--- config.mk ---
export PLATFORM = sky130hd
export DESIGN_NAME = dmr_master
export DESIGN_NICKNAME = d
export VERILOG_FILES = /design/src/hw/dmr_pkg.sv /design/src/hw/dmr_master.sv /design/src/hw/dmr_tally.sv
export SDC_FILE = /design/constraint.sdc
export NUM_CORES = 2
export LEC_CHECK = 0
export ABC_AREA = 1
export ABC_CLOCK_PERIOD_IN_PS = 4000
export BUFFER_PORTS_ARGS = -buffer_cell sky130_fd_sc_hd__buf_2
export CAP_MARGIN = 20
export CORE_MARGIN = 5
export CORE_UTILIZATION = 60
export DETAILED_ROUTE_END_ITERATION = 10
export GPL_ROUTABILITY_DRIVEN = 0
export HOLD_SLACK_MARGIN = 0.02
export PLACE_DENSITY = 0.84
export SLEW_MARGIN = 20
export SYNTH_ARGS = -nofsm -noshare
export SYNTH_HDL_FRONTEND = slang
export SYNTH_SLANG_ARGS = --single-unit
export TNS_END_PERCENT = 10
--- constraint.sdc ---
create_clock -name clk_i -period 4 [get_ports clk_i]
set_input_delay 0.2 -clock clk_i [delete_from_list [all_inputs] [get_ports clk_i]]
set_output_delay 0.2 -clock clk_i [all_outputs]
set_load 0.005 [all_outputs]
--- src/hw/dmr_pkg.sv ---
package dmr_pkg;

    // ---------------------------------------------------------------
    // sizes and timing
    // ---------------------------------------------------------------
    localparam int N_SLV = 8;
    localparam int SW = 3;
    localparam int CLK_HZ = 100_000_000;
    localparam int BAUD_HZ = 12_000_000;
    // bit time at BAUD_HZ rounds down to whole cycles
    localparam int BIT_CYC = CLK_HZ / BAUD_HZ;
    localparam int US_CYC = CLK_HZ / 1_000_000;
    // cycle-time unit is 4/25 us
    localparam int CT_NS = 160;
    localparam int CT_CYC = CT_NS * US_CYC / 1000;
    localparam int CYC_MAX_MS = 100;
    localparam int CT_MAX = CYC_MAX_MS * 1_000_000 / CT_NS;
    localparam int CT_W = $clog2(CT_MAX + 1);
    localparam int SETUP_TEL = 7;

    // ---------------------------------------------------------------
    // reset values
    // ---------------------------------------------------------------
    localparam logic [15:0] SLOT_DEF = 16'h03E8;
    localparam logic [3:0] RETRY_DEF = 4'h4;
    localparam logic [7:0] BITDIV_DEF = 8'(BIT_CYC);
    localparam logic [15:0] TWD_DEF = 16'h03E8;
    localparam logic [15:0] SCFG_DEF = 16'h0A0D;

    // ---------------------------------------------------------------
    // register byte offsets
    // ---------------------------------------------------------------
    localparam logic [7:0] OFF_CTRL = 8'h00;
    localparam logic [7:0] OFF_BUSP = 8'h04;
    localparam logic [7:0] OFF_TWD = 8'h08;
    localparam logic [7:0] OFF_RESTART = 8'h0C;
    localparam logic [7:0] OFF_STATUS = 8'h10;
    localparam logic [7:0] OFF_CYCCNT = 8'h14;
    localparam logic [7:0] OFF_CYCTIME = 8'h18;
    localparam logic [7:0] OFF_DIAG2 = 8'h1C;
    localparam logic [2:0] PAGE_SCFG = 3'h2;
    localparam logic [2:0] PAGE_SSTAT = 3'h3;

    // ---------------------------------------------------------------
    // field positions
    // ---------------------------------------------------------------
    localparam int CF_EN = 0;
    localparam int CF_LEAVE = 1;
    localparam int CF_ZERO = 2;
    localparam int CF_AUTO = 3;
    localparam int CF_STOP = 4;
    localparam int CF_WD = 8;
    localparam int BP_RETRY = 16;
    localparam int BP_DIV = 20;
    localparam int CT_RESUME = 1;
    localparam int CT_REACT = 2;

    // ---------------------------------------------------------------
    // encodings
    // ---------------------------------------------------------------
    typedef enum logic [2:0] {
        S_IDLE = 3'b000,
        S_SEND = 3'b001,
        S_WAIT = 3'b010,
        S_NEXT = 3'b011,
        S_END = 3'b100
    } dmr_state_e;

    localparam logic [1:0] K_DIAG = 2'h0;
    localparam logic [1:0] K_SETUP = 2'h1;
    localparam logic [1:0] K_DX = 2'h2;

    localparam logic [1:0] R_ZERO = 2'h0;
    localparam logic [1:0] R_SAFE = 2'h1;
    localparam logic [1:0] R_OPERATE = 2'h2;

    localparam logic [3:0] C_OK = 4'h0;
    localparam logic [3:0] C_NOANS = 4'h1;
    localparam logic [3:0] C_FAULT = 4'h2;
    localparam logic [3:0] C_GONE = 4'h3;
    localparam logic [3:0] C_DOWN = 4'h4;

endpackage

--- src/hw/dmr_master.sv ---
`timescale 1ns/1ps
`default_nettype none

// How it works
// - missing or faulty reply is resent, at most retry-limit times.
// - corrupted reply triggers an immediate resend, no extra wait.
// - reply is awaited for at most the slot time in bit times.
// - slot time resets to 1000 bit times, retry limit to 4.
// - a failed slave gets a nonzero link state code.
// - reply from locally dropped link: no resend, flag, drop from poll list.
// - per-slave policy: leave at once or hold until slave watchdog expires.
// - leave policy keeps slave out until seven setup telegrams reconnect it.
// - hold policy polls again next cycle without further repeats.
// - on no reply inputs are zeroed or kept per slave policy.
// - on faulty reply inputs are always zeroed.
// - per-slave choice: automatic reconnect or only on host command.
// - per-slave choice: link loss does nothing or stops the master.
// - cycle tally increments at the end of every bus cycle.
// - measured cycle time saturates at the 100 ms worst case.
// - task silence past its watchdog clears outputs, signals fail-safe or keeps outputs.
// - only diagnostic and setup telegrams until the task transferred once.
// - number of slaves without data exchange last cycle is reported.
// - cycle time in 4/25 us, updated only when no slave failed.
// - counters for good telegrams, primary-master telegrams, timeouts.
module dmr_master (
    // clock and reset
    input wire logic clk_i,
    input wire logic rst_i,
    // wishbone slave
    input wire logic wb_cyc_i,
    input wire logic wb_stb_i,
    input wire logic wb_we_i,
    input wire logic [7:0] wb_adr_i,
    input wire logic [3:0] wb_sel_i,
    input wire logic [31:0] wb_dat_i,
    output logic [31:0] wb_dat_o,
    output logic wb_ack_o,
    // telegram link
    output logic tel_req_o,
    output logic [2:0] tel_addr_o,
    output logic [1:0] tel_kind_o,
    input wire logic rsp_ok_i,
    input wire logic rsp_bad_i,
    input wire logic rsp_gone_i,
    input wire logic [15:0] rsp_data_i,
    input wire logic prim_ok_i,
    // control task
    input wire logic task_xfer_i,
    output logic out_zero_o,
    output logic out_failsafe_o,
    output logic [15:0] cycle_tally_o
);

    localparam int N = dmr_pkg::N_SLV;

    // ---------------------------------------------------------------
    // state
    // ---------------------------------------------------------------
    dmr_pkg::dmr_state_e st;
    logic [31:0] ctrl;
    logic [31:0] busp;
    logic [15:0] twd_lim;
    logic [15:0] scfg [N];
    logic [3:0] code [N];
    logic [15:0] img [N];
    logic [7:0] wdc [N];
    logic [2:0] setup_n [N];
    logic [N-1:0] conn;
    logic [N-1:0] grace;
    logic [N-1:0] rst_req;
    logic [2:0] cur;
    logic [3:0] retry;
    logic [1:0] kind;
    logic [15:0] slot_cnt;
    logic [7:0] bit_div;
    logic dx_done;
    logic [7:0] failed;
    logic [7:0] failed_tally;
    localparam int CT_WL = dmr_pkg::CT_W;
    logic [CT_WL-1:0] ct_cnt;
    logic [CT_WL-1:0] cyc_time;
    logic [4:0] ct_div;
    logic [6:0] us_div;
    logic [15:0] twd_cnt;
    logic started;
    logic stopped;
    logic pend;
    logic [31:0] diag [3];
    wire task_lost = started & (twd_cnt >= twd_lim);

    // ---------------------------------------------------------------
    // bus decode
    // ---------------------------------------------------------------
    wire req = wb_cyc_i & wb_stb_i & ~wb_ack_o;
    wire wr = req & wb_we_i;
    wire [31:0] wm = {{8{wb_sel_i[3]}}, {8{wb_sel_i[2]}}, {8{wb_sel_i[1]}}, {8{wb_sel_i[0]}}};
    wire [2:0] ridx = wb_adr_i[4:2];
    wire pg_cfg = wb_adr_i[7:5] == dmr_pkg::PAGE_SCFG;
    wire pg_st = wb_adr_i[7:5] == dmr_pkg::PAGE_SSTAT;
    wire wr_ctrl = wr & (wb_adr_i == dmr_pkg::OFF_CTRL);
    wire wr_busp = wr & (wb_adr_i == dmr_pkg::OFF_BUSP);
    wire wr_twd = wr & (wb_adr_i == dmr_pkg::OFF_TWD);
    wire wr_rst = wr & (wb_adr_i == dmr_pkg::OFF_RESTART);
    wire wr_cfg = wr & pg_cfg;
    wire [31:0] ctrl_w = (ctrl & ~wm) | (wb_dat_i & wm);
    wire [31:0] busp_w = (busp & ~wm) | (wb_dat_i & wm);
    wire [15:0] cfg_w = (scfg[ridx] & ~wm[15:0]) | (wb_dat_i[15:0] & wm[15:0]);
    wire resume = wr_ctrl & wb_dat_i[dmr_pkg::CT_RESUME] & wm[dmr_pkg::CT_RESUME];
    wire [N-1:0] rst_set = wr_rst ? wb_dat_i[N-1:0] & wm[N-1:0] : '0;
    wire [4:0] dsel = wb_adr_i[6:2] - dmr_pkg::OFF_DIAG2[6:2];
    wire is_diag = (wb_adr_i >= dmr_pkg::OFF_DIAG2) & (dsel < 5'h03);

    wire [31:0] rd_data =
        (wb_adr_i == dmr_pkg::OFF_CTRL) ? ctrl :
        (wb_adr_i == dmr_pkg::OFF_BUSP) ? busp :
        (wb_adr_i == dmr_pkg::OFF_TWD) ? {16'h0000, twd_lim} :
        (wb_adr_i == dmr_pkg::OFF_RESTART) ? {24'h000000, conn} :
        (wb_adr_i == dmr_pkg::OFF_STATUS) ?
            {16'h0000, failed_tally, 5'h00, started, stopped, task_lost} :
        (wb_adr_i == dmr_pkg::OFF_CYCCNT) ? {16'h0000, cycle_tally_o} :
        (wb_adr_i == dmr_pkg::OFF_CYCTIME) ? {{(32 - CT_WL){1'b0}}, cyc_time} :
        is_diag ? diag[dsel[1:0]] :
        pg_cfg ? {16'h0000, scfg[ridx]} :
        pg_st ? {img[ridx], 12'h000, code[ridx]} :
        32'h0000_0000;

    always_ff @(posedge clk_i)
    begin
        if (rst_i)
        begin
            wb_ack_o <= 1'b0;
            wb_dat_o <= 32'h0000_0000;
        end
        else
        begin
            wb_ack_o <= req;
            wb_dat_o <= req ? rd_data : 32'h0000_0000;
        end
    end

    always_ff @(posedge clk_i)
    begin
        if (rst_i)
        begin
            ctrl <= 32'h0000_0000;
            busp <= {4'h0, dmr_pkg::BITDIV_DEF, dmr_pkg::RETRY_DEF, dmr_pkg::SLOT_DEF};
            twd_lim <= dmr_pkg::TWD_DEF;
        end
        else
        begin
            if (wr_ctrl)
                ctrl <= ctrl_w & 32'h0000_000C;
            if (wr_busp)
                busp <= busp_w & 32'h0FFF_FFFF;
            if (wr_twd)
                twd_lim <= (twd_lim & ~wm[15:0]) | (wb_dat_i[15:0] & wm[15:0]);
        end
    end

    wire [15:0] slot_time = busp[15:0];
    wire [3:0] retry_lim = busp[dmr_pkg::BP_RETRY +: 4];
    wire [1:0] react = ctrl[dmr_pkg::CT_REACT +: 2];

    // ---------------------------------------------------------------
    // telegram outcome
    // ---------------------------------------------------------------
    wire in_wait = st == dmr_pkg::S_WAIT;
    wire bit_tick = bit_div == 8'h00;
    wire got_ok = in_wait & rsp_ok_i;
    wire got_gone = in_wait & ~rsp_ok_i & rsp_gone_i;
    wire got_bad = in_wait & ~rsp_ok_i & ~rsp_gone_i & rsp_bad_i;
    wire to_ev = in_wait & ~rsp_ok_i & ~rsp_gone_i & ~rsp_bad_i & (slot_cnt >= slot_time);
    wire retry_ok = (retry < retry_lim) & ~grace[cur];
    wire miss = got_bad | to_ev;
    wire resend = miss & retry_ok;
    wire fail_ev = (miss & ~retry_ok) | got_gone;
    wire [15:0] ccfg = scfg[cur];
    wire wd_over = grace[cur] & (wdc[cur] >= ccfg[dmr_pkg::CF_WD +: 8]);
    wire lose = fail_ev & conn[cur] & (got_gone | ccfg[dmr_pkg::CF_LEAVE] | wd_over);
    wire stop_ev = lose & ccfg[dmr_pkg::CF_STOP];
    wire zero_img = got_bad | got_gone | ccfg[dmr_pkg::CF_ZERO];
    wire elig = ccfg[dmr_pkg::CF_EN] & ~stopped
        & (conn[cur] | ccfg[dmr_pkg::CF_AUTO] | rst_req[cur]);
    wire [1:0] next_kind = ~conn[cur] ? dmr_pkg::K_SETUP :
        started ? dmr_pkg::K_DX : dmr_pkg::K_DIAG;
    wire go = ~started | pend;

    // ---------------------------------------------------------------
    // poll sequencer
    // ---------------------------------------------------------------
    always_ff @(posedge clk_i)
    begin
        if (rst_i)
        begin
            st <= dmr_pkg::S_IDLE;
            cur <= 3'h0;
            retry <= 4'h0;
            kind <= dmr_pkg::K_DIAG;
            slot_cnt <= 16'h0000;
            bit_div <= 8'h00;
            dx_done <= 1'b0;
            failed <= 8'h00;
            tel_req_o <= 1'b0;
            tel_addr_o <= 3'h0;
            tel_kind_o <= dmr_pkg::K_DIAG;
        end
        else
        begin
            tel_req_o <= 1'b0;
            bit_div <= bit_tick ? busp[dmr_pkg::BP_DIV +: 8] - 8'h01 : bit_div - 8'h01;
            unique case (st)
                dmr_pkg::S_IDLE:
                    if (go)
                    begin
                        st <= dmr_pkg::S_SEND;
                        cur <= 3'h0;
                        failed <= 8'h00;
                    end
                dmr_pkg::S_SEND:
                begin
                    slot_cnt <= 16'h0000;
                    if (elig)
                    begin
                        tel_req_o <= 1'b1;
                        tel_addr_o <= cur;
                        tel_kind_o <= next_kind;
                        kind <= next_kind;
                        st <= dmr_pkg::S_WAIT;
                    end
                    else
                        st <= dmr_pkg::S_NEXT;
                end
                dmr_pkg::S_WAIT:
                begin
                    if (bit_tick)
                        slot_cnt <= slot_cnt + 16'h0001;
                    if (got_ok)
                    begin
                        retry <= 4'h0;
                        dx_done <= kind == dmr_pkg::K_DX;
                        st <= dmr_pkg::S_NEXT;
                    end
                    else if (resend)
                    begin
                        retry <= retry + 4'h1;
                        st <= dmr_pkg::S_SEND;
                    end
                    else if (fail_ev)
                        st <= dmr_pkg::S_NEXT;
                end
                dmr_pkg::S_NEXT:
                begin
                    retry <= 4'h0;
                    dx_done <= 1'b0;
                    if (ccfg[dmr_pkg::CF_EN] & ~dx_done)
                        failed <= failed + 8'h01;
                    if (cur == 3'(N - 1))
                        st <= dmr_pkg::S_END;
                    else
                    begin
                        cur <= cur + 3'h1;
                        st <= dmr_pkg::S_SEND;
                    end
                end
                dmr_pkg::S_END:
                    st <= dmr_pkg::S_IDLE;
            endcase
        end
    end

    // ---------------------------------------------------------------
    // per-slave link state and input image
    // ---------------------------------------------------------------
    always_ff @(posedge clk_i)
    begin
        if (rst_i)
        begin
            stopped <= 1'b0;
            conn <= '0;
            grace <= '0;
            rst_req <= '0;
            for (int i = 0; i < N; i++)
            begin
                scfg[i] <= dmr_pkg::SCFG_DEF;
                code[i] <= dmr_pkg::C_DOWN;
                img[i] <= 16'h0000;
                wdc[i] <= 8'h00;
                setup_n[i] <= 3'h0;
            end
        end
        else
        begin
            rst_req <= rst_req | rst_set;
            if (wr_cfg)
                scfg[ridx] <= cfg_w;
            if (resume)
                stopped <= 1'b0;
            if (got_ok)
            begin
                if (kind == dmr_pkg::K_DX)
                begin
                    img[cur] <= rsp_data_i;
                    code[cur] <= dmr_pkg::C_OK;
                    grace[cur] <= 1'b0;
                    wdc[cur] <= 8'h00;
                end
                else if (kind == dmr_pkg::K_SETUP)
                begin
                    setup_n[cur] <= setup_n[cur] + 3'h1;
                    if (setup_n[cur] == 3'(dmr_pkg::SETUP_TEL - 1))
                    begin
                        conn[cur] <= 1'b1;
                        code[cur] <= dmr_pkg::C_OK;
                        rst_req[cur] <= rst_set[cur];
                        setup_n[cur] <= 3'h0;
                    end
                end
            end
            if (fail_ev)
            begin
                code[cur] <= got_gone ? dmr_pkg::C_GONE :
                    got_bad ? dmr_pkg::C_FAULT : dmr_pkg::C_NOANS;
                if (zero_img)
                    img[cur] <= 16'h0000;
                setup_n[cur] <= 3'h0;
                if (conn[cur] & ~lose)
                begin
                    grace[cur] <= 1'b1;
                    wdc[cur] <= wdc[cur] + 8'h01;
                end
                if (lose)
                begin
                    conn[cur] <= 1'b0;
                    grace[cur] <= 1'b0;
                    wdc[cur] <= 8'h00;
                end
            end
            if (stop_ev)
            begin
                stopped <= 1'b1;
                conn <= '0;
                grace <= '0;
                for (int i = 0; i < N; i++)
                    code[i] <= dmr_pkg::C_DOWN;
            end
        end
    end

    // ---------------------------------------------------------------
    // cycle tally, cycle time, task watchdog
    // ---------------------------------------------------------------
    always_ff @(posedge clk_i)
    begin
        if (rst_i)
        begin
            cycle_tally_o <= 16'h0000;
            failed_tally <= 8'h00;
            cyc_time <= '0;
            ct_cnt <= '0;
            ct_div <= 5'h00;
            us_div <= 7'h00;
            twd_cnt <= 16'h0000;
            started <= 1'b0;
            pend <= 1'b0;
            out_zero_o <= 1'b0;
            out_failsafe_o <= 1'b0;
        end
        else
        begin
            ct_div <= (ct_div == 5'(dmr_pkg::CT_CYC - 1)) ? 5'h00 : ct_div + 5'h01;
            if (ct_div == 5'(dmr_pkg::CT_CYC - 1) && ct_cnt != CT_WL'(dmr_pkg::CT_MAX))
                ct_cnt <= ct_cnt + 1'b1;
            if (task_xfer_i)
                started <= 1'b1;
            pend <= task_xfer_i | (pend & ~(st == dmr_pkg::S_IDLE));
            if (st == dmr_pkg::S_IDLE && go)
                ct_cnt <= '0;
            if (st == dmr_pkg::S_END)
            begin
                cycle_tally_o <= cycle_tally_o + 16'h0001;
                failed_tally <= failed;
                if (failed == 8'h00)
                    cyc_time <= ct_cnt;
            end
            // watchdog counts microseconds since the last task transfer
            us_div <= (us_div == 7'(dmr_pkg::US_CYC - 1)) ? 7'h00 : us_div + 7'h01;
            if (task_xfer_i)
                twd_cnt <= 16'h0000;
            else if (us_div == 7'(dmr_pkg::US_CYC - 1) && !task_lost)
                twd_cnt <= twd_cnt + 16'h0001;
            out_zero_o <= task_lost & (react == dmr_pkg::R_ZERO);
            out_failsafe_o <= task_lost & (react == dmr_pkg::R_SAFE);
        end
    end

    // ---------------------------------------------------------------
    // diagnostic counters 2, 3, 4
    // ---------------------------------------------------------------
    wire [2:0] dinc = {to_ev, prim_ok_i, got_ok};
    genvar g;
    generate
        for (g = 0; g < 3; g++)
        begin : g_diag
            dmr_tally u_tally (
                .clk_i(clk_i),
                .rst_i(rst_i),
                .inc_i(dinc[g]),
                .cnt_o(diag[g])
            );
        end
    endgenerate

    // ---------------------------------------------------------------
    // checks
    // ---------------------------------------------------------------
    AST_RETRY_BOUND: assert property (@(posedge clk_i) disable iff (rst_i)
        retry <= retry_lim || $changed(retry_lim)) else $error("retry over limit");
    AST_BAD_RESEND: assert property (@(posedge clk_i) disable iff (rst_i)
        (got_bad & retry_ok & elig) |-> ##2 tel_req_o) else $error("no quick resend");
    AST_SLOT: assert property (@(posedge clk_i) disable iff (rst_i)
        (in_wait & (slot_cnt >= slot_time)) |=> st != dmr_pkg::S_WAIT)
        else $error("waited past slot time");
    AST_DEFAULTS: assert property (@(posedge clk_i) disable iff (rst_i)
        $fell(rst_i) |-> slot_time == 16'h03E8 && retry_lim == 4'h4)
        else $error("bad defaults");
    AST_FAIL_CODE: assert property (@(posedge clk_i) disable iff (rst_i)
        fail_ev |=> code[$past(cur)] != 4'h0) else $error("failed slave code zero");
    AST_GONE: assert property (@(posedge clk_i) disable iff (rst_i)
        got_gone |=> st == dmr_pkg::S_NEXT && !tel_req_o) else $error("resent after drop");
    AST_BAD_ZERO: assert property (@(posedge clk_i) disable iff (rst_i)
        (got_bad & ~retry_ok) |=> img[$past(cur)] == 16'h0000) else $error("image kept");
    AST_CYC_TALLY: assert property (@(posedge clk_i) disable iff (rst_i)
        st == dmr_pkg::S_END |=> cycle_tally_o == $past(cycle_tally_o) + 16'h0001)
        else $error("cycle tally not advanced");
    AST_STARTUP: assert property (@(posedge clk_i) disable iff (rst_i)
        (tel_req_o & ~started) |-> tel_kind_o != dmr_pkg::K_DX) else $error("early data");
    AST_CLEAR: assert property (@(posedge clk_i) disable iff (rst_i)
        (task_lost & react == dmr_pkg::R_ZERO) |=> out_zero_o) else $error("no clear");

endmodule
`default_nettype wire

--- src/hw/dmr_tally.sv ---
`timescale 1ns/1ps
`default_nettype none

// ---------------------------------------------------------------
// free-running event counter, wraps silently
// ---------------------------------------------------------------
module dmr_tally (
    // clock and reset
    input wire logic clk_i,
    input wire logic rst_i,
    // event
    input wire logic inc_i,
    output logic [31:0] cnt_o
);

    always_ff @(posedge clk_i)
    begin
        if (rst_i)
            cnt_o <= 32'h0000_0000;
        else if (inc_i)
            cnt_o <= cnt_o + 32'h0000_0001;
    end

endmodule
`default_nettype wire

==> flow_metrics.tcl <==
set metrics [dict create \
    cts_tree "built" \
    cp_slowest_cell "dfxtp_4" \
    yosys_warnings 0 \
    io_pins 127 \
    setup_ws_ps 214.0 \
    synth.area.top_cells "edfxtp_1 30%, dfxtp_1 20%, o21ai_0 7.1%" \
    cp_max_fo 77 \
    hold_viol_final 0 \
    internal_power_mw 13.08 \
    netlist_instances 4569 \
    worstMarginPinSlew_ps 1133 \
    endpoint_kind "flop" \
    die_w_um 255.5 \
    status "complete, no violations" \
    postSynth.asyncResetShare_pct 0 \
    fin_nets 4839 \
    cts_inserted_buffers 76 \
    rows 90 \
    drt-total-wl_um 116300 \
    required_ps 4470 \
    syn_area_per_cell_um2 7.915 \
    syn-num-nets 4710 \
    overflow 0 \
    grt_first_pass_wirelength_um 177900 \
    num_vias 34260 \
    pwr-share-comb_pct 16.6 \
    initial_core_util_pct 60.25 \
    path_class "reg -> reg" \
    power_density_nw_per_um2 453.3 \
    period_share_pct 94.65 \
    synth_top_cell_by_area "edfxtp_1" \
    hpwl_um 79580 \
    area_delta_synth_final_pct 12.44 \
    grt_max_degree 186 \
    pwr-share-clk_pct 39.7 \
    fin_crit_ps 3786 \
    drt-initial-drc-count 5434 \
    post-route-util_pct 67.75 \
    crit_family "simple AND/OR/NAND/NOR gates" \
    htreeDepth 3 \
    vias_per_cell 6.186 \
    synth_ff_type "edfxtp_1" \
    fmax_mhz 264.1 \
    ir_drop_uv 399.0 \
    p_switching_mw 5.352 \
    finalPower_mw 18.43 \
    drt-pass1-iter-count 9 \
    switching_share_pct 29.04 \
    clk_pin_slew_worst_paths_ps 60 \
    crit_chain "buf_12 > a21oi_1 > o21ai_0 > o21ai_0 > o21ai_0 > ha_1 > nand2_1 > nor2_1 > nand4_1 > o2111ai_1 > nand2_1 > nand2_1 > buf_4 > nor3_4 > nand3_2 > nor2_1" \
    worst-path-buf-inv 2 \
    drive_gt1_share_pct 8.915 \
    cp-start-kind "flop" \
    maxCapViolCount 0 \
    grt_pass1_vias 31930 \
    port_buffers 122 \
    timing.hold.ws_ps 49.38 \
    clock_sinks 716 \
    ant_nets 0 \
    synth_edf_count 360 \
    clk_path_buf_depth 3 \
    slew_violations 0 \
    max_slew_margin_pct 23.69 \
    tns_ps 0 \
    ys_ff_latch 716 \
    skew_ps 38.05 \
    leakagePower_nw 16.37 \
    cts-root-buf "clkbuf_16" \
    finalSetupViolCount 0 \
    pre_cts_ws_ps 305.4 \
    grt_setup_unrepaired "no" \
    chipHeight_um 255.5 \
    antenna_found_initial 4 \
    critPathArrivalTime_ps 4250 \
    r2r_slack_ps 210 \
    synth_top_area_share_pct 29.89 \
    worstSkewPairLatency_ps 640 \
    synth.cell_area_um2 36160 \
    synth_seq_area_share_pct 49.60 \
    grt_usage_pct 34.13 \
    seqPwrFrac_pct 43.6 \
    min_path_type "in -> reg" \
    routedWlPerCell_um 21.00 \
    core_area_um2 60020 \
    drc_errors 0 \
    fp.dieArea_um2 65280 \
    ys_types 63 \
    slowest_delay_ps 480 \
]
[power by group through the flow]
stage	Sequential (mW)	Clock (mW)	Combinational [mW]
2_1_floorplan	8.15	0	1.80
3_3_place_gp	8.18	0	2.81
3_5_place_dp	8.19	0	2.88
4_1_cts	8.04	7.32	2.93
5_1_grt	8.06	7.64	3.27
6_report	8.04	7.32	3.07
[kinds of logic (layout without fill, tap and decap cells)]
group | count (synthesis) | count (layout) | synth area share, %
and+or+nand+nor | 1830 | 1830 | 21.69
AOI/OAI and AO/OA | 1108 | 1108 | 16.76
buffers and inverters | 811 | 998 | 8.688
DFF | 716 | 716 | 49.60
adders and majority gates | 71 | 71 | 2.457
xor gates and xnor gates | 33 | 33 | 0.7992
other | 0 | 1 | 0
[repair_timing]
item	4_1_cts	5_1_grt
gates resized for setup	0	3
hold endpoints to repair	43	0
setup endpoints to repair	0	90
hold buffers	32	0
buffers inserted	0	0
[state kept, by name, indices dropped and copies added, names as in the netlist, 20 cells and up, named ones only]
signal / flops
img: 128
scfg: 128
g_diag.u_tally.cnt_o: 96
wdc: 64
wb_dat_o: 32
code: 24
setup_n: 24
ct_cnt: 20
cyc_time: 20
[synthesized netlist by cell type, drive strengths merged, types with 23 or more instances]
library cell,number
nor2,687
nand2,660
inv,605
o21ai,540
edfxtp,360
dfxtp,356
a21oi,345
nand3,265
clkbuf,137
nor3,98
ha,71
o22ai,69
buf,65
o211ai,48
nand4,43
nor4,31
a211oi,26
xor2,23
[routing by layer]
metal,global-route usage (%),vias to the layer above,share of wire (%)
met5,0,-,0.021
met2,52.03,2457,43
met3,10.32,549,14
met1,43.66,15620,36
li1,-,15640,-
met4,19.30,4,7.1
[worst paths after layout]
kind | to | depth (start not counted) | from
setup / recovery | wdc[1][3] | 16 | flop
hold reg to reg | ct_div[0] | 1 | ct_div[0]
hold / removal | flop | 4 | wb_sel_i[3]
setup reg to reg | wdc[1][3] | 16 | flop
[area by class of cell]
cell class | count | area, um^2
sequential | 716 | 17940
timing repair buffer | 253 | 1754
antenna | 1 | 2.502
clock buffer | 112 | 2231
fill | 4613 | 19360
inverter | 609 | 2291
multi-input combinational | 3042 | 15130
tap | 782 | 978.4
clock inverter | 24 | 332.8
[per-stage QoR]
step	cell area (um^2)	instances
3_3_place_gp	37750	5369
5_1_grt	40660	5538
2_1_floorplan	36160	4569
6_report	40660	5539
4_1_cts	40640	5538
3_5_place_dp	37760	5370
[cells in the final DEF (no fill, tap or decap), types with 32 or more instances in the layout]
cell,netlist,layout
dfxtp_1,356,354
o21ai_0,514,514
nand3_1,260,260
nand4_1,43,43
buf_2,39,120
nor2_1,678,675
o211ai_1,48,48
inv_1,587,586
nor3_1,89,87
nand2_1,649,649
o22ai_1,69,69
dlygate4sd3_1,0,32
edfxtp_1,360,360
ha_1,71,71
clkbuf_16,0,78
a21oi_1,344,344
buf_4,2,95
[worst register-to-register path, cell delays in order (launching register included)]
cell       delay (ps)
dfxtp_4           480
buf_12            330
a21oi_1           150
o21ai_0            80
o21ai_0           110
o21ai_0           460
ha_1              350
nand2_1            90
nor2_1             60
nand4_1            70
o2111ai_1         150
nand2_1            90
nand2_1            70
buf_4             160
nor3_4            400
nand3_2           330
nor2_1            230
Note: power is estimated with default switching activity, not from simulation.
